File: src/rtl/sarc_pkg.sv
// constants and types for the eight channel sar converter control
package sarc_pkg;
  localparam int unsigned NUM_CHAN      = 8;
  localparam int unsigned ADDR_W        = 3;
  localparam int unsigned DATA_W        = 8;
  localparam int unsigned SAMPLE_CYCLES = 32;
  localparam int unsigned CONV_CYCLES   = 64;
  localparam logic [7:0]  RESULT_RST    = 8'h00;
  localparam logic [7:0]  MASK_RST      = 8'h00;
  // register port offsets
  localparam logic [3:0]  OFF_STATUS    = 4'h0;
  localparam logic [3:0]  OFF_MASK      = 4'h1;
  localparam logic [3:0]  OFF_RESULT    = 4'h2;
  localparam logic [3:0]  OFF_CHAN      = 4'h3;
  localparam int unsigned IRQ_DONE      = 0;
  localparam int unsigned IRQ_ABORT     = 1;
  typedef enum logic [1:0] {SARC_IDLE, SARC_SAMPLE, SARC_CONVERT, SARC_DONE} sarc_state_e;
endpackage

File: src/rtl/sarc_ctrl.sv
// control logic of an eight channel eight bit sar converter
`timescale 1ns/100ps
module sarc_ctrl (
  input  wire logic                          clk_i,
  input  wire logic                          rst_b_i,
  input  wire logic [sarc_pkg::ADDR_W-1:0]   chan_addr_i,
  input  wire logic                          channel_select_load_i,
  input  wire logic                          start_i,
  input  wire logic                          out_enable_i,
  input  wire logic                          cmp_above_i,
  output logic      [sarc_pkg::NUM_CHAN-1:0] chan_sel_o,
  output logic                               sample_o,
  output logic      [sarc_pkg::DATA_W-1:0]   weight_low_o,
  output logic                               eoc_o,
  output logic      [sarc_pkg::DATA_W-1:0]   data_o,
  output logic      [sarc_pkg::DATA_W-1:0]   data_oe_o,
  input  wire logic [3:0]                    reg_addr_i,
  input  wire logic [7:0]                    reg_wdata_i,
  input  wire logic                          reg_wr_i,
  input  wire logic                          reg_rd_i,
  output logic      [7:0]                    reg_rdata_o,
  output logic                               irq_o
);
  import sarc_pkg::*;

  // input synchronisers
  logic [2:0] ald_s1_q, ald_s2_q;
  logic       st_s1_q, st_s2_q, st_s3_q, oe_s1_q, oe_s2_q, cmp_s1_q, cmp_s2_q;
  logic       ald_prev_q;
  logic [ADDR_W-1:0] adr_s1_q, adr_s2_q;

  always_ff @(posedge clk_i) begin
    if (!rst_b_i) begin
      ald_s1_q <= 3'h0;
      ald_s2_q <= 3'h0;
      adr_s1_q <= '0;
      adr_s2_q <= '0;
      st_s1_q  <= 1'b0;
      st_s2_q  <= 1'b0;
      st_s3_q  <= 1'b0;
      oe_s1_q  <= 1'b0;
      oe_s2_q  <= 1'b0;
      cmp_s1_q <= 1'b0;
      cmp_s2_q <= 1'b0;
      ald_prev_q <= 1'b0;
    end else begin
      ald_s1_q <= {2'h0, channel_select_load_i};
      ald_s2_q <= ald_s1_q;
      adr_s1_q <= chan_addr_i;
      adr_s2_q <= adr_s1_q;
      st_s1_q  <= start_i;
      st_s2_q  <= st_s1_q;
      st_s3_q  <= st_s2_q;
      oe_s1_q  <= out_enable_i;
      oe_s2_q  <= oe_s1_q;
      cmp_s1_q <= cmp_above_i;
      cmp_s2_q <= cmp_s1_q;
      ald_prev_q <= ald_s2_q[0];
    end
  end

  wire ald_rise   = ald_s2_q[0] & ~ald_prev_q;
  wire start_rise = st_s2_q & ~st_s3_q;

  // state
  sarc_state_e       state_q, state_d;
  logic [5:0]        cnt_q;
  logic [2:0]        bit_q;
  logic [DATA_W-1:0] sar_q, latch_q, wlow_q;
  logic [ADDR_W-1:0] chan_q;
  logic              eoc_q;
  logic [7:0]        stat_q, mask_q, rdata_q;
  logic              irq_q;

  wire [5:0] cnt_d     = cnt_q + 6'h1;
  wire       samp_end  = (state_q == SARC_SAMPLE) && (cnt_q == 6'(SAMPLE_CYCLES - 1));
  // whole conversion, sampling included, spans CONV_CYCLES clocks
  wire       conv_end  = (state_q == SARC_CONVERT) &&
                         (cnt_q == 6'(CONV_CYCLES - SAMPLE_CYCLES - 1));
  wire       trial_tic = (state_q == SARC_CONVERT) && (cnt_q[1:0] == 2'h3);
  wire       busy      = (state_q == SARC_SAMPLE) || (state_q == SARC_CONVERT);
  wire       abort_ev  = start_rise & busy;
  wire [DATA_W-1:0] bit_oh = 8'h01 << bit_q;

  always_comb begin
    state_d = state_q;
    case (state_q)
      SARC_IDLE:    state_d = state_q;
      SARC_SAMPLE:  if (samp_end) state_d = SARC_CONVERT;
      SARC_CONVERT: if (conv_end) state_d = SARC_DONE;
      SARC_DONE:    state_d = state_q;
      default:      state_d = SARC_IDLE;
    endcase
    if (start_rise) state_d = SARC_SAMPLE;
  end

  always_ff @(posedge clk_i) begin
    if (!rst_b_i) begin
      state_q <= SARC_IDLE;
      cnt_q   <= 6'h0;
      bit_q   <= 3'h7;
      sar_q   <= RESULT_RST;
      wlow_q  <= 8'h00;
      latch_q <= RESULT_RST;
      chan_q  <= '0;
      eoc_q   <= 1'b0;
    end else begin
      state_q <= state_d;
      if (ald_rise) chan_q <= adr_s2_q;
      if (start_rise) begin
        cnt_q   <= 6'h0;
        bit_q   <= 3'h7;
        sar_q   <= 8'h00;
        wlow_q  <= 8'h00;
        latch_q <= RESULT_RST;
        eoc_q   <= 1'b0;
      end else begin
        if (samp_end) begin
          cnt_q  <= 6'h0;
          wlow_q <= 8'h80;
        end else if (state_q == SARC_CONVERT) begin
          cnt_q <= cnt_d;
        end else if (state_q == SARC_SAMPLE) begin
          cnt_q <= cnt_d;
        end
        if (trial_tic) begin
          // above threshold keeps the weight low, else releases it
          sar_q  <= cmp_s2_q ? (sar_q | bit_oh) : sar_q;
          wlow_q <= (cmp_s2_q ? wlow_q : (wlow_q & ~bit_oh))
                    | ((bit_q != 3'h0) ? (bit_oh >> 1) : 8'h00);
          bit_q  <= bit_q - 3'h1;
        end
        if (conv_end) begin
          // last trial falls on this edge, so fold its decision in
          latch_q <= cmp_s2_q ? (sar_q | bit_oh) : sar_q;
          eoc_q   <= 1'b1;
          wlow_q  <= 8'h00;
        end
      end
    end
  end

  // register port and interrupts
  wire [7:0] ev      = {6'h00, abort_ev, conv_end & ~start_rise};
  wire       wr_stat = reg_wr_i && (reg_addr_i == OFF_STATUS);
  wire       wr_mask = reg_wr_i && (reg_addr_i == OFF_MASK);
  wire [7:0] stat_d  = (stat_q & ~(wr_stat ? reg_wdata_i : 8'h00)) | ev;
  wire [7:0] rd_mux  = (reg_addr_i == OFF_STATUS) ? stat_q :
                       (reg_addr_i == OFF_MASK)   ? mask_q :
                       (reg_addr_i == OFF_RESULT) ? latch_q :
                       (reg_addr_i == OFF_CHAN)   ? {4'h0, eoc_q, chan_q} : 8'h00;

  always_ff @(posedge clk_i) begin
    if (!rst_b_i) begin
      stat_q  <= 8'h00;
      mask_q  <= MASK_RST;
      rdata_q <= 8'h00;
      irq_q   <= 1'b0;
    end else begin
      stat_q  <= stat_d;
      if (wr_mask) mask_q <= reg_wdata_i;
      rdata_q <= reg_rd_i ? rd_mux : 8'h00;
      irq_q   <= |(stat_d & mask_q);
    end
  end

  // output flops
  logic [NUM_CHAN-1:0] sel_q;
  logic [DATA_W-1:0]   dout_q, doe_q;
  logic                samp_q;
  always_ff @(posedge clk_i) begin
    if (!rst_b_i) begin
      sel_q  <= 8'h01;
      dout_q <= 8'h00;
      doe_q  <= 8'h00;
      samp_q <= 1'b0;
    end else begin
      sel_q  <= 8'h01 << chan_q;
      dout_q <= oe_s2_q ? latch_q : 8'h00;
      doe_q  <= {DATA_W{oe_s2_q}};
      samp_q <= state_d == SARC_SAMPLE;
    end
  end

  assign chan_sel_o   = sel_q;
  assign sample_o     = samp_q;
  assign weight_low_o = wlow_q;
  assign eoc_o        = eoc_q;
  assign data_o       = dout_q;
  assign data_oe_o    = doe_q;
  assign reg_rdata_o  = rdata_q;
  assign irq_o        = irq_q;

  a_start_clears_eoc: assert property (@(posedge clk_i) disable iff (!rst_b_i)
    start_rise |=> !eoc_o)
    else $error("eoc not withdrawn after start");
  a_start_clears_latch: assert property (@(posedge clk_i) disable iff (!rst_b_i)
    start_rise |=> (latch_q == 8'h00))
    else $error("latch not cleared at start");
  a_sample_length: assert property (@(posedge clk_i) disable iff (!rst_b_i)
    $rose(state_q == SARC_SAMPLE) && cnt_q == 6'h0 |-> ##31 (samp_end || start_rise || $past(start_rise)))
    else $error("sample phase length wrong");
  a_first_weight: assert property (@(posedge clk_i) disable iff (!rst_b_i)
    samp_end && !start_rise |=> (weight_low_o == 8'h80))
    else $error("first trial not weight 128");
  a_abort_no_eoc: assert property (@(posedge clk_i) disable iff (!rst_b_i)
    abort_ev |=> !eoc_q && (latch_q == 8'h00))
    else $error("aborted result presented");
  a_eoc_latch: assert property (@(posedge clk_i) disable iff (!rst_b_i)
    conv_end && !start_rise |=> eoc_q &&
      (latch_q == $past(sar_q | (cmp_s2_q ? bit_oh : 8'h00))))
    else $error("eoc without latched result");
  a_eoc_holds: assert property (@(posedge clk_i) disable iff (!rst_b_i)
    eoc_q && !start_rise |=> eoc_q)
    else $error("eoc dropped before start");
  a_chan_decode: assert property (@(posedge clk_i) disable iff (!rst_b_i)
    $onehot(chan_sel_o))
    else $error("channel select not one hot");
  a_oe_follows: assert property (@(posedge clk_i) disable iff (!rst_b_i)
    !oe_s2_q |=> (data_oe_o == 8'h00))
    else $error("data driven without enable");
  a_bit_set: assert property (@(posedge clk_i) disable iff (!rst_b_i)
    trial_tic && cmp_s2_q && !start_rise |=> sar_q[$past(bit_q)])
    else $error("result bit not set when above");
endmodule // sarc_ctrl

File: config.mk
export PLATFORM = sky130hd
export DESIGN_NAME = sarc_ctrl
export DESIGN_NICKNAME = d
export VERILOG_FILES = /design/src/rtl/sarc_pkg.sv /design/src/rtl/sarc_ctrl.sv
export SDC_FILE = /design/constraint.sdc
export NUM_CORES = 1
export LEC_CHECK = 0
export BUFFER_PORTS_ARGS = -buffer_cell sky130_fd_sc_hd__buf_2
export CORE_MARGIN = 2
export CORE_UTILIZATION = 41
export DETAILED_ROUTE_END_ITERATION = 6
export GPL_TIMING_DRIVEN = 0
export HOLD_SLACK_MARGIN = 0.03
export PLACE_DENSITY = 0.75
export SLEW_MARGIN = 15
export SYNTH_ARGS = -nofsm -noshare
export SYNTH_HDL_FRONTEND = slang
export SYNTH_SLANG_ARGS = --single-unit
File: constraint.sdc
create_clock -name clk_i -period 1.6 [get_ports clk_i]
set_input_delay 0.08 -clock clk_i [delete_from_list [all_inputs] [get_ports clk_i]]
set_output_delay 0.08 -clock clk_i [all_outputs]
set_load 0.02 [all_outputs]
After elaboration in Yosys (flattened, before gate mapping)
Index checks and enable logic that the tools add are counted.
{"block": "word_totals", "out_inout_bits": 43, "ff_bits": 98, "wordCells": 91}
{"block": "classes", "n_bitwise": 16, "n_mux": 16, "shifts": 2, "n_eq_ne": 9, "reduce_logical": 18, "add_sub_neg": 2}
{"operator": "8-bit 2-to-1 mux", "count": 8}
{"operator": "8-bit bitwise AND", "count": 3}
{"operator": "8-bit inverter", "count": 2}
{"operator": "1-bit by 3-bit << shifter with 8-bit output, first input constant", "count": 2}
{"operator": "6-bit 2-to-1 mux", "count": 2}
{"operator": "4-bit by 2-bit equality test with 1-bit output, second input constant", "count": 2}
{"operator": "8-bit by 2-bit OR with 8-bit output", "count": 1}
{"operator": "8-bit by 7-bit OR with 8-bit output", "count": 1}
{"operator": "8-bit OR", "count": 1}
{"operator": "8-bit OR reduction", "count": 1}
{"operator": "7-bit 2-to-1 mux", "count": 1}
{"operator": "6-bit by 1-bit adder with 6-bit output, second input constant", "count": 1}
{"operator": "2-bit equality test, second input constant", "count": 3}
{"operator": "6-bit by 5-bit equality test with 1-bit output, second input constant", "count": 1}
{"operator": "2-bit 2-to-1 mux", "count": 3}
{"operator": "2-bit one-hot mux with 3 select lines", "count": 1}
{"operator": "3-bit OR reduction", "count": 2}
{"operator": "1-bit logical AND", "count": 5}
{"operator": "1-bit bitwise AND", "count": 4}
{"operator": "2-bit by 1-bit equality test with 1-bit output, second input constant", "count": 2}
{"operator": "4-bit by 1-bit equality test with 1-bit output, second input constant", "count": 1}
{"operator": "4-bit logical NOT", "count": 1}
{"operator": "4-bit 2-to-1 mux", "count": 1}
{"operator": "1-bit inverter", "count": 4}
{"operator": "other kinds (7)", "count": 10}

Longest topological paths before layout
Gate-level depths: netlist of the first run.
{"block": "depth", "ltp_word": 8, "ltp_mapped": 7, "ltp_nobuf": 6}

Worst setup path before layout of the first run
Ideal clock, no wire load.
{"block": "synth_path", "kind": "flip-flop to flip-flop", "startpoint": "register state_q[0]", "endpoint": "register irq_q (netlist: irq_o)", "stages_incl_launch_ff": 7, "t_required_ns": 1.472, "setup_time_ns": 0.128, "slack_ns": 0.095, "synth_period_minus_slack_ns": 1.505, "path_buffers": 1, "arrival_ns": 1.377, "cell_sequence": "dfxtp_1 > inv_1 > ha_1 > clkbuf_1 > o2111ai_1 > a311oi_1 > a31oi_1"}
{"block": "synth_via", "elab_chain_len": 6, "elab_cells_between_ends": 9}
{"item": "from (decl)", "line_no": "sarc_ctrl.sv:66", "source": "sarc_state_e state_q, state_d;"}
{"item": "from (signal assigned)", "line_no": "sarc_ctrl.sv:108", "source": "state_q <= state_d;"}
{"item": "2-bit equality test or 2-bit by 1-bit equality test with 1-bit output (tied branches)", "line_no": "sarc_ctrl.sv:78, sarc_ctrl.sv:81"}
{"item": "1-bit logical AND or 1-bit logical OR (tied branches)", "line_no": "sarc_ctrl.sv:78, sarc_ctrl.sv:81"}
{"item": "1-bit bitwise AND (on tied branches)", "line_no": "sarc_ctrl.sv:144, sarc_ctrl.sv:82"}
{"item": "8-bit by 2-bit OR with 8-bit output (*)", "line_no": "sarc_ctrl.sv:147", "source": "wire [7:0] stat_d = (stat_q & ~(wr_stat ? reg_wdata_i : 8'h00)) | ev;"}
{"item": "8-bit bitwise AND (*)", "line_no": "sarc_ctrl.sv:163", "source": "irq_q <= |(stat_d & mask_q);"}
{"item": "8-bit OR reduction (*)", "line_no": "sarc_ctrl.sv:163"}
{"item": "to (signal assigned)", "line_no": "sarc_ctrl.sv:163"}
{"item": "to (decl)", "line_no": "sarc_ctrl.sv:73", "source": "logic irq_q;"}
Mark *: on every way between the ends. The rest lies on a longest branch, timed or not.
A chain may end at the register's enable or synchronous reset.

Worst setup path in the final report of the first run
{"block": "layout_path", "startpoint": "register state_q[0]", "endpoint": "register wlow_q[3] (netlist: weight_low_o[3])"}
{"block": "layout_via", "elab_chain_len": 3, "elab_cells_between_ends": 8}
{"item": "2-bit equality test or 2-bit by 1-bit equality test with 1-bit output (tied branches)", "line_no": "sarc_ctrl.sv:78, sarc_ctrl.sv:80, sarc_ctrl.sv:76"}
{"item": "1-bit logical AND (on tied branches)", "line_no": "sarc_ctrl.sv:78, sarc_ctrl.sv:76, sarc_ctrl.sv:80"}
{"item": "3-bit OR reduction (no line), or another cell as far along"}
{"item": "to (signal assigned)", "line_no": "sarc_ctrl.sv:129", "source": "wlow_q <= (cmp_s2_q ? wlow_q : (wlow_q & ~bit_oh))"}
{"item": "to (decl)", "line_no": "sarc_ctrl.sv:69", "source": "logic [DATA_W-1:0] sar_q, latch_q, wlow_q;"}
Parallel ways exist; a longest one is shown, timed or not.

==> tab_implementation.tex, run 1 <==
\begin{tabular}{lr}
\hline
Metric & Value \\
\hline
\multicolumn{2}{l}{\textbf{Synth}} \\
Synthesis Warnings & 0 \\
Distinct cell type count of the synthesized netlist & 47 \\
Cell type contributing the most total cell area after synthesis & sky130\_fd\_sc\_hd\_\_dfxtp\_1 \\
Largest family of logic cells by synthesized area & simple AND/OR/NAND/NOR gates \\
Leading post-synthesis cells by instance count & 98 x sky130\_fd\_sc\_hd\_\_dfxtp\_1, 51 x sky130\_fd\_sc\_hd\_\_nor2\_1, 34 x sky130\_fd\_sc\_hd\_\_nand2\_1 \\
Sequential share of the synthesized area & 51.1\% \\
Post-synth top flop & sky130\_fd\_sc\_hd\_\_dfxtp\_1 \\
Cells after Synth & 394 \\
Mapped Area & 3840 sq um \\
Number of register bits inferred by synthesis & 98 \\
Share of flip-flops with an asynchronous set or reset after synthesis & 0\% \\
Simple-Gate Fraction of Synth Area & 22.5\% \\
Most frequently used cell type in the post-synthesis netlist & sky130\_fd\_sc\_hd\_\_dfxtp\_1 \\
Share of the synthesized netlist area taken by xor and xnor gates & 1.37\% \\
Synthesized-area fraction occupied by adder cells & 2.61\% \\
Post-synth top area share & 51.1\% \\
Post-synthesis area per instance & 9.75 sq um \\
Multiplexer share of the synthesized area & 4.43\% \\
Synth Area in Compound Gates & 12.8\% \\
Count of flip-flops with a built-in enable after synthesis & 0 \\
Cell types with the largest area share after synthesis & sky130\_fd\_sc\_hd\_\_dfxtp\_1 51\%, sky130\_fd\_sc\_hd\_\_nor2\_1 5.0\%, sky130\_fd\_sc\_hd\_\_a21oi\_1 4.0\% \\
Syn Nets & 425 \\
\multicolumn{2}{l}{\textbf{Worst setup path}} \\
Crit path top cell by count & sky130\_fd\_sc\_hd\_\_and2\_4 \\
Cell-by-cell trace of the critical path & inv\_1, ha\_4, and2\_4, and2\_4, buf\_6, nand3b\_4, nor3\_2 \\
Largest fanout on the critical path & 10 \\
Stage delay of the slowest cell on the critical path & 360 ps \\
Crit path launch & state\_q[0]\$\_SDFF\_PN0\_ \\
Crit path capture type & flop \\
Number of buffers and inverters on the critical path & 2 \\
Critical path data arrival time & 1830 ps \\
R2R setup slack & 80 ps \\
Data required time of the critical path & 1900 ps \\
Slowest stage cell on the critical path & sky130\_fd\_sc\_hd\_\_dfxtp\_2 \\
R2R Path Start & state\_q[0]\$\_SDFF\_PN0\_ \\
Cell type group with the largest total delay on the critical path & simple AND/OR/NAND/NOR gates \\
Crit start category & flop \\
Kind of critical path & flop to flop \\
\multicolumn{2}{l}{\textbf{STA}} \\
Worst-case headroom to the max-slew limit & 67.7\% \\
Slew at the pin with the worst max-slew slack & 485 ps \\
Min Clock Period, post-route & 1520 ps \\
Final hold vios & 0 \\
Worst setup margin & 77.4 ps \\
Worst hold slack & 88.2 ps \\
Clock Skew & 9.63 ps \\
Setup violators final & 0 \\
Max frequency & 657 MHz \\
Unrepaired setup endpoints after global routing & false \\
Sum of negative setup slack & 0 ps \\
Final slew viol count & 0 \\
Period utilisation layout & 95.2\% \\
\multicolumn{2}{l}{\textbf{Finish}} \\
Layout overhead on the synthesized area & 22.1\% \\
Inserted Diodes & 0 \\
Share of cells above drive strength 1 & 25.8\% \\
\# nets final & 514 \\
\multicolumn{2}{l}{\textbf{Pwr}} \\
Psw & 0.00110 W \\
Share of power burned in combinational logic & 5.6\% \\
Int Power & 0.00334 W \\
Standby leakage power & 1.96 nW \\
Clock power frac & 38.5\% \\
Share of total power consumed by net switching & 24.7\% \\
Sequential cell fraction of total power & 55.9\% \\
Sum of internal, switching and leakage power & 0.00444 W \\
Worst-case vdd ir drop & 375 uV \\
Pwr per Cell Area & 946 nW/um\^{}2 \\
\multicolumn{2}{l}{\textbf{Clock network}} \\
Cell chosen for the clock root & sky130\_fd\_sc\_hd\_\_clkbuf\_8 \\
CTS H-tree lvls & 3 \\
Sinks on Clock Net & 98 \\
TritonCTS buffer count & 9 \\
TritonCTS clock tree & done \\
Max Buffers Root-to-Sink & 2 \\
Clock transition at the registers of the reported paths & 100 ps \\
Worst skew pair latency & 370 ps \\
\multicolumn{2}{l}{\textbf{Drt}} \\
Number of iterations in the first detailed-routing pass & 5 \\
Average wire per standard cell & 15.0 um \\
Total number of vias & 3142 \\
Total wire length after detailed routing & 8970 um \\
Mean number of vias per cell & 5.25 \\
Drt initial violations & 176 \\
Remaining antenna violation count & 0 \\
DRC Markers & 0 \\
\multicolumn{2}{l}{\textbf{Status}} \\
Result of the run & finished, final reports clean \\
\multicolumn{2}{l}{\textbf{Place}} \\
Final weighted congestion in routability-driven placement & 0.877 \\
\# port buffers & 63 \\
Worst setup timing slack at the placement stage & -159 ps \\
Dpl hpwl & 6280 um \\
\multicolumn{2}{l}{\textbf{Floorplanning}} \\
Core Footprint & 9150 sq um \\
Initial Util & 42.0\% \\
Cell row count & 35 \\
Chip width & 101 um \\
Total Die Area & 10200 sq um \\
Die H & 101 um \\
Ports & 66 \\
\multicolumn{2}{l}{\textbf{Global routing}} \\
Via count of the first global-routing pass & 2856 \\
Overall track demand over capacity in global routing & 17.7\% \\
Grt ovf & 0 \\
First-pass GRT wire length & 13900 um \\
Largest net degree at the start of global routing & 20 \\
Number of antenna violations at the first check in global routing & 0 \\
\multicolumn{2}{l}{\textbf{Job}} \\
Number of max-cap violations & 0 \\
\multicolumn{2}{l}{\textbf{Worst hold path}} \\
Worst hold path class & input pin to flop \\
Worst Min Path Start & reg\_addr\_i[0] \\
\hline
\end{tabular}
[layout by cell type, fill, tap and decap left out, types with 2 or more instances in the layout]
cell type | synthesis | layout
sky130_fd_sc_hd__a32oi_1 | 4 | 4
sky130_fd_sc_hd__mux2i_1 | 8 | 8
sky130_fd_sc_hd__nand2_1 | 34 | 33
sky130_fd_sc_hd__xnor2_1 | 3 | 3
sky130_fd_sc_hd__o21ai_0 | 3 | 3
sky130_fd_sc_hd__ha_1 | 8 | 6
sky130_fd_sc_hd__clkinv_4 | 0 | 2
sky130_fd_sc_hd__nor2b_1 | 11 | 11
sky130_fd_sc_hd__clkbuf_1 | 7 | 6
sky130_fd_sc_hd__nor2_4 | 2 | 2
sky130_fd_sc_hd__a211oi_2 | 8 | 8
sky130_fd_sc_hd__clkbuf_8 | 1 | 10
sky130_fd_sc_hd__inv_1 | 7 | 7
sky130_fd_sc_hd__xor2_1 | 3 | 3
sky130_fd_sc_hd__buf_4 | 9 | 10
sky130_fd_sc_hd__buf_6 | 4 | 4
sky130_fd_sc_hd__buf_2 | 4 | 67
sky130_fd_sc_hd__o311ai_0 | 2 | 2
sky130_fd_sc_hd__and4b_1 | 2 | 2
sky130_fd_sc_hd__dfxtp_1 | 98 | 97
sky130_fd_sc_hd__inv_8 | 0 | 2
sky130_fd_sc_hd__nand2_2 | 1 | 2
sky130_fd_sc_hd__nor2_1 | 51 | 51
sky130_fd_sc_hd__nor3_1 | 3 | 2
sky130_fd_sc_hd__mux4_2 | 4 | 4
sky130_fd_sc_hd__dlygate4sd3_1 | 0 | 15
sky130_fd_sc_hd__a31oi_1 | 17 | 17
sky130_fd_sc_hd__and2_1 | 18 | 18
sky130_fd_sc_hd__nand3_1 | 16 | 16
sky130_fd_sc_hd__and3_1 | 12 | 12
sky130_fd_sc_hd__a21oi_1 | 31 | 31
sky130_fd_sc_hd__and2_4 | 2 | 2
sky130_fd_sc_hd__nor3_2 | 1 | 2
sky130_fd_sc_hd__nand2b_1 | 4 | 4
[worst min-delay path, cell delays in order]
cell and delay (ps):
sky130_fd_sc_hd__buf_6 130, sky130_fd_sc_hd__nor2_1 100, sky130_fd_sc_hd__a21oi_1 40, sky130_fd_sc_hd__nor2_1 70
[power by group through the flow]
stage	clock [W]	combinational [W]	sequential [W]
after global routing	0.00184	0.000267	0.00249
after CTS	0.00174	0.000244	0.00248
after global placement	0	0.000212	0.00254
final	0.00171	0.000248	0.00248
after detailed placement	0	0.000214	0.00254
after floorplan	0	0.000137	0.00254
[metal layers]
metal	vias up	routed length [um]	GRT usage [%]
met5	-	0	0
met4	0	150	8.01
met3	13	548	2.77
met2	138	4380	28.6
met1	1448	3890	23.3
li1	1543	-	-
[through the flow]
stage / instances / utilization [%] / cell area [sq um]
2_1_floorplan: 394 / - / 3840
3_3_place_gp: 568 / 46.9 / 4300
3_5_place_dp: 568 / 46.9 / 4300
4_1_cts: 598 / 51.0 / 4670
5_1_grt: 599 / 51.3 / 4690
6_report: 599 / 51.3 / 4690
[cells by family (layout without fill, tap and decap cells)]
kind of cell | count (synthesis) | count (layout)
flops | 98 | 98
xor+xnor | 6 | 6
simple gates | 165 | 165
fa+ha+maj | 8 | 8
buf+inv | 32 | 126
mux | 12 | 12
compound gates | 73 | 73
[worst paths after layout]
path | depth (start not counted) | to
min | 4 | reg_rdata_o[4]$_SDFF_PN0_
max | 7 | weight_low_o[3]$_SDFFE_PP0P_
min reg2reg | 1 | oe_s2_q$_SDFF_PN0_
max reg2reg | 7 | weight_low_o[3]$_SDFFE_PP0P_
[state kept, by name (all words and copies together), names as in the netlist, 2 cells and up]
signal and flops:
stat_q 8, weight_low_o 8, data_o 8, adr_s1_q 3
latch_q 8, mask_q 8, reg_rdata_o 8, bit_q 3
sar_q 8, cnt_q 6, adr_s2_q 3, state_q 2
chan_q 3, chan_sel_o 8
[area by class of cell]
class	count	area, sq um
Tap cell	111	139
Multi-Input combinational cell	264	1700
Inverter	7	26.3
Fill cell	809	4460
Sequential cell	98	1960
Timing Repair Buffer	79	473
Buffer	24	169
Clock buffer	9	124
Clock inverter	7	95.1
[what timing repair did]
action / CTS / global route
gates resized for setup: 2 / 4
buffers inserted: 0 / 1
hold buffers: 15 / 0
cloned: 0 / 0
endpoints found under the hold margin: 20 / 0
endpoints found under the setup margin: 10 / 13
Power figures use the tool's default switching activity.
==> run 2: changes to the inputs <==
Settings changed: CORE_MARGIN 2 to not set, CTS_BUF_LIST set to sky130_fd_sc_hd__clkbuf_16.
==> tab_implementation.tex, run 2 (same netlist as run 1, synthesis figures left out) <==
\begin{tabular}{lr}
\hline
Metric & Value \\
\hline
\multicolumn{2}{l}{\textbf{Status}} \\
Result of the run & finished, final reports clean \\
\multicolumn{2}{l}{\textbf{Finish}} \\
Share of cells above drive strength 1 & 25.7\% \\
Number of inserted filler cells in the final layout & 796 \\
Leading cell type in the layout, fill and taps excluded & sky130\_fd\_sc\_hd\_\_dfxtp\_1 \\
Leading cell types in the layout, fill and taps excluded & 97 x sky130\_fd\_sc\_hd\_\_dfxtp\_1, 67 x sky130\_fd\_sc\_hd\_\_buf\_2, 51 x sky130\_fd\_sc\_hd\_\_nor2\_1 \\
\# nets final & 513 \\
Inserted Diodes & 0 \\
Layout overhead on the synthesized area & 24.2\% \\
Final instance count without filler cells & 595 \\
\multicolumn{2}{l}{\textbf{Global routing}} \\
Grt ovf & 0 \\
Overall track demand over capacity in global routing & 18.9\% \\
Via count of the first global-routing pass & 2908 \\
First-pass GRT wire length & 14300 um \\
Largest net degree at the start of global routing & 21 \\
Number of antenna violations at the first check in global routing & 0 \\
\multicolumn{2}{l}{\textbf{Worst hold path}} \\
Worst hold path class & input pin to flop \\
\multicolumn{2}{l}{\textbf{Place}} \\
Dpl hpwl & 6280 um \\
\# port buffers & 63 \\
Worst setup timing slack at the placement stage & -143 ps \\
Final weighted congestion in routability-driven placement & 0.859 \\
Cell Count Post-Placement & 565 \\
\multicolumn{2}{l}{\textbf{STA}} \\
Clock Skew & 9.25 ps \\
Worst setup margin & 75.1 ps \\
Max frequency & 656 MHz \\
Slew at the pin with the worst max-slew slack & 506 ps \\
Final slew viol count & 0 \\
Unrepaired setup endpoints after global routing & false \\
Worst-case headroom to the max-slew limit & 66.3\% \\
Final hold vios & 0 \\
Period utilisation layout & 95.3\% \\
Min Clock Period, post-route & 1520 ps \\
Setup violators final & 0 \\
\multicolumn{2}{l}{\textbf{Worst setup path}} \\
Data required time of the critical path & 1870 ps \\
Crit start category & flop \\
Kind of critical path & flop to flop \\
Critical path data arrival time & 1800 ps \\
Crit path capture type & flop \\
Largest fanout on the critical path & 10 \\
\multicolumn{2}{l}{\textbf{Floorplanning}} \\
Cell row count & 34 \\
Ports & 66 \\
Total Die Area & 9760 sq um \\
Chip width & 98.8 um \\
Initial Util & 43.2\% \\
Core Footprint & 8890 sq um \\
Die H & 98.8 um \\
\multicolumn{2}{l}{\textbf{Clock network}} \\
Setup Buffers After CTS & 0 \\
TritonCTS buffer count & 9 \\
TritonCTS clock tree & done \\
Max Buffers Root-to-Sink & 2 \\
Cell chosen for the clock root & sky130\_fd\_sc\_hd\_\_clkbuf\_16 \\
Sinks on Clock Net & 98 \\
Worst skew pair latency & 350 ps \\
CTS H-tree lvls & 3 \\
Clock transition at the registers of the reported paths & 70 ps \\
\multicolumn{2}{l}{\textbf{Pwr}} \\
Psw & 0.00120 W \\
Standby leakage power & 1.99 nW \\
Worst-case vdd ir drop & 519 uV \\
Sequential cell fraction of total power & 50.8\% \\
Int Power & 0.00369 W \\
Sum of internal, switching and leakage power & 0.00489 W \\
Share of power burned in combinational logic & 5.0\% \\
Pwr per Cell Area & 1020 nW/um\^{}2 \\
Clock power frac & 44.2\% \\
Share of total power consumed by net switching & 24.5\% \\
\multicolumn{2}{l}{\textbf{Drt}} \\
Total wire length after detailed routing & 8790 um \\
Remaining antenna violation count & 0 \\
Mean number of vias per cell & 5.24 \\
Drt initial violations & 144 \\
Average wire per standard cell & 14.8 um \\
Number of iterations in the first detailed-routing pass & 4 \\
Total number of vias & 3116 \\
DRC Markers & 0 \\
\multicolumn{2}{l}{\textbf{Job}} \\
Number of max-cap violations & 0 \\
\hline
\end{tabular}
==> run 2: cell types whose count changed in the layout (fill, tap and decap cells not counted), sizes merged <==
cell and change:
inv +2, bufinv -1, clkinvlp +1, buf -1, clkinv -2
==> run 2: worst paths after layout <==
check | start | endpoint | slack (ps) | cells past startpoint
min reg2reg | oe_s1_q$_SDFF_PN0_ | oe_s2_q$_SDFF_PN0_ | 430 | 1
max reg2reg | state_q[0]$_SDFF_PN0_ | weight_low_o[3]$_SDFFE_PP0P_ | 80 | 7
min | rst_b_i | mask_q[1]$_SDFFE_PN0P_ | 120 | 3
max | state_q[0]$_SDFF_PN0_ | weight_low_o[3]$_SDFFE_PP0P_ | 80 | 7
==> run 2: metrics by stage <==
| stage | TNS (ps) | hold slack, ps | util (%) | area [sq um] |
|---|---|---|---|---|
| floorplan | 0 | 168 | - | 3840 |
| detailed placement | -370 | 288 | 48.3 | 4290 |
| CTS | 0 | 108 | 53.4 | 4750 |
| global route | 0 | 132 | 53.7 | 4770 |
| finish | 0 | 115 | 53.7 | 4770 |
| global placement | -159 | 287 | 48.3 | 4290 |
==> run 2: worst max-delay path: stages, from the launching register on <==
cell                       delay [ps]
sky130_fd_sc_hd__dfxtp_2          350
sky130_fd_sc_hd__inv_1             70
sky130_fd_sc_hd__ha_2             210
sky130_fd_sc_hd__and2_4           190
sky130_fd_sc_hd__and2_4           140
sky130_fd_sc_hd__buf_6            140
sky130_fd_sc_hd__nand3b_4         170
sky130_fd_sc_hd__nor3_2           180
==> run 2: timing repair <==
| action | 4_1_cts | 5_1_grt |
|---|---|---|
| pin swaps | 0 | 1 |
| setup endpoints to repair | 6 | 25 |
| endpoints found under the hold margin | 20 | 0 |
| hold buffers | 15 | 0 |
| gates resized for setup | 2 | 5 |
==> run 2: cell type report <==
| cell class | count | area [sq um] | share of cell area [%] |
|---|---|---|---|
| buffer | 24 | 169 | 3.54 |
| clock buffer | 9 | 225 | 4.72 |
| timing repair buffer | 78 | 465 | 9.75 |
| inverter | 7 | 26.3 | 0.551 |
| tap | 108 | 135 | 2.83 |
| clock inverter | 7 | 77.6 | 1.63 |
| sequential | 98 | 1960 | 41.1 |
| multi-input combinational | 264 | 1710 | 35.8 |
==> run 2: power by group through the flow <==
stage / sequential [W] / clock [W] / combinational, W
floorplan: 0.00254 / 0 / 0.000137
global placement: 0.00254 / 0 / 0.000212
detailed placement: 0.00254 / 0 / 0.000215
CTS: 0.00248 / 0.00220 / 0.000244
global route: 0.00248 / 0.00232 / 0.000266
finish: 0.00248 / 0.00216 / 0.000245
==> run 2: metal layers <==
layer  vias up  routed length, um  global-route usage [%]
li1       1536                  -                       -
met1      1466               3890                    24.5
met2       102               4240                    30.6
met3        12                518                    3.48
met4         0                144                    8.96
met5         -                  0                       0
==> run 3: changes to the inputs <==
Settings changed: PLACE_DENSITY 0.75 to 0.72.
Clock period 1.6 ns to 1.8 ns, I/O delays scaled along.
==> tab_implementation.tex, run 3 (same netlist as run 1, synthesis figures left out) <==
\begin{tabular}{lr}
\hline
Metric & Value \\
\hline
\multicolumn{2}{l}{\textbf{Place}} \\
Final weighted congestion in routability-driven placement & 0.869 \\
Placement Cell Area & 4290 sq um \\
\# port buffers & 63 \\
Dpl hpwl & 6280 um \\
\multicolumn{2}{l}{\textbf{Clock network}} \\
Sinks on Clock Net & 98 \\
Clock transition at the registers of the reported paths & 70 ps \\
Setup Buffers After CTS & 0 \\
Worst skew pair latency & 340 ps \\
TritonCTS clock tree & done \\
CTS H-tree lvls & 3 \\
TritonCTS buffer count & 9 \\
Cell chosen for the clock root & sky130\_fd\_sc\_hd\_\_clkbuf\_16 \\
Max Buffers Root-to-Sink & 2 \\
Quantity of gates resized following cts & 0 \\
\multicolumn{2}{l}{\textbf{Finish}} \\
Share of cells above drive strength 1 & 24.7\% \\
\# nets final & 512 \\
Register Area & 1960 sq um \\
Leading cell type in the layout, fill and taps excluded & sky130\_fd\_sc\_hd\_\_dfxtp\_1 \\
Final instance area & 4760 sq um \\
Number of inserted filler cells in the final layout & 777 \\
Layout overhead on the synthesized area & 23.9\% \\
Inserted Diodes & 0 \\
Leading cell types in the layout, fill and taps excluded & 98 x sky130\_fd\_sc\_hd\_\_dfxtp\_1, 67 x sky130\_fd\_sc\_hd\_\_buf\_2, 51 x sky130\_fd\_sc\_hd\_\_nor2\_1 \\
Multi-input gate area & 1680 sq um \\
\multicolumn{2}{l}{\textbf{Drt}} \\
Mean number of vias per cell & 5.28 \\
Total wire length after detailed routing & 8860 um \\
DRC Markers & 0 \\
Drt initial violations & 133 \\
Number of iterations in the first detailed-routing pass & 4 \\
Remaining antenna violation count & 0 \\
Total number of vias & 3136 \\
Average wire per standard cell & 14.9 um \\
\multicolumn{2}{l}{\textbf{Floorplanning}} \\
Ports & 66 \\
Core Footprint & 8890 sq um \\
Die H & 98.8 um \\
Cell row count & 34 \\
Total Die Area & 9760 sq um \\
Chip width & 98.8 um \\
Initial Util & 43.2\% \\
\multicolumn{2}{l}{\textbf{Pwr}} \\
Pwr per Cell Area & 952 nW/um\^{}2 \\
Worst-case vdd ir drop & 504 uV \\
Standby leakage power & 2.00 nW \\
\multicolumn{2}{l}{\textbf{Job}} \\
Number of max-cap violations & 0 \\
\multicolumn{2}{l}{\textbf{Worst setup path}} \\
Largest fanout on the critical path & 8 \\
Stage delay of the slowest cell on the critical path & 420 ps \\
Depth of the worst register-to-register path & 5 \\
Cell-by-cell trace of the critical path & ha\_1, nand2\_1, nor3\_1, a21oi\_1, nor2\_1 \\
R2R Path Start & cnt\_q[0]\$\_SDFFE\_PP0N\_ \\
Slowest stage cell on the critical path & sky130\_fd\_sc\_hd\_\_nor3\_1 \\
Cell type group with the largest total delay on the critical path & simple AND/OR/NAND/NOR gates \\
Data required time of the critical path & 2080 ps \\
Number of buffers and inverters on the critical path & 0 \\
Kind of critical path & flop to flop \\
R2R setup slack & 140 ps \\
R2r endpoint & sar\_q[7]\$\_SDFFE\_PP0P\_ \\
Crit start category & flop \\
Critical path data arrival time & 1940 ps \\
Crit path capture type & flop \\
\multicolumn{2}{l}{\textbf{Global routing}} \\
Number of antenna violations at the first check in global routing & 0 \\
Grt met1 use & 24.3\% \\
Met2 global-route usage & 30.9\% \\
Overall track demand over capacity in global routing & 18.7\% \\
Layer with the highest usage & met2 \\
Largest net degree at the start of global routing & 19 \\
Grt ovf & 0 \\
Met3 Use GR & 3.83\% \\
Via count of the first global-routing pass & 3038 \\
First-pass GRT wire length & 14300 um \\
\multicolumn{2}{l}{\textbf{Worst hold path}} \\
Worst hold path endpoint & mask\_q[1]\$\_SDFFE\_PN0P\_ \\
Worst hold path class & input pin to flop \\
Worst Hold Path Cells & 3 \\
Worst Min Path Start & reg\_wdata\_i[1] \\
\multicolumn{2}{l}{\textbf{STA}} \\
Sum of negative setup slack & 0 ps \\
Period utilisation layout & 92.1\% \\
Clock Skew & 5.71 ps \\
Setup violators final & 0 \\
Min Clock Period, post-route & 1660 ps \\
Max frequency & 603 MHz \\
Unrepaired setup endpoints after global routing & false \\
Final slew viol count & 0 \\
Slew at the pin with the worst max-slew slack & 508 ps \\
Worst-case headroom to the max-slew limit & 66.1\% \\
Final hold vios & 0 \\
\multicolumn{2}{l}{\textbf{Status}} \\
Result of the run & finished, final reports clean \\
\hline
\end{tabular}
## run 3: metrics by stage
| stage | util, % | setup slack (ps) | total power [W] | std cells | hold WS [ps] |
|---|---|---|---|---|---|
| 2_1_floorplan | - | 295 | 0.00238 | 394 | 178 |
| 3_3_place_gp | 48.3 | 95.4 | 0.00244 | 565 | 302 |
| 4_1_cts | 53.6 | 63.0 | 0.00456 | 595 | 42.9 |
| 5_1_grt | 53.6 | 40.2 | 0.00468 | 594 | 55.0 |
| 3_5_place_dp | 48.3 | 92.9 | 0.00245 | 565 | 300 |
| 6_report | 53.6 | 142 | 0.00453 | 594 | 48.1 |
## run 3: layer usage
metal / vias up / wire length, um / part of all wire, %
li1: 1535 / - / -
met1: 1508 / 4170 / 47
met2: 83 / 4160 / 47
met3: 10 / 367 / 4.1
met4: 0 / 161 / 1.8
met5: - / 0 / 0
## run 3: timing repair
item,in CTS,in global routing
endpoints found under the setup margin,0,2
hold endpoints to repair,17,0
hold buffers,14,0
## run 3: worst max-delay path by stage
stage	startpoint	to	slack, ps	depth (start not counted)
6_report	cnt_q[0]$_SDFFE_PP0N_	sar_q[7]$_SDFFE_PP0P_	140	5
5_1_grt	cnt_q[0]$_SDFFE_PP0N_	sar_q[7]$_SDFFE_PP0P_	40	5
4_1_cts	state_q[0]$_SDFF_PN0_	irq_o$_SDFF_PN0_	60	6
3_5_place_dp	state_q[0]$_SDFF_PN0_	irq_o$_SDFF_PN0_	90	6
3_3_place_gp	state_q[0]$_SDFF_PN0_	irq_o$_SDFF_PN0_	100	6
2_1_floorplan	state_q[0]$_SDFF_PN0_	irq_o$_SDFF_PN0_	290	6
## run 3: tightest hold or removal path, stage by stage
cell and delay, ps:
sky130_fd_sc_hd__buf_2 120, sky130_fd_sc_hd__nand3_1 70, sky130_fd_sc_hd__a21oi_1 60
## run 3: cell type report
cell class	instances	area share (%)
flip-flops and latches	98	41.2
multi-input cells	264	35.3
repair buffers	77	9.56
clock buffers	9	4.73
plain buffers	24	3.55
well taps	108	2.84
clock inverters	7	2.26
inverters	7	0.552
## run 3: where the power goes
| part | leakage, nW | total [W] | switching, W | internal, W |
|---|---|---|---|---|
| combinational | 1.05 | 0.000217 | 0.000123 | 0.0000938 |
| clock | 0.160 | 0.00211 | 0.000862 | 0.00125 |
| sequential | 0.793 | 0.00221 | 0.0000157 | 0.00219 |
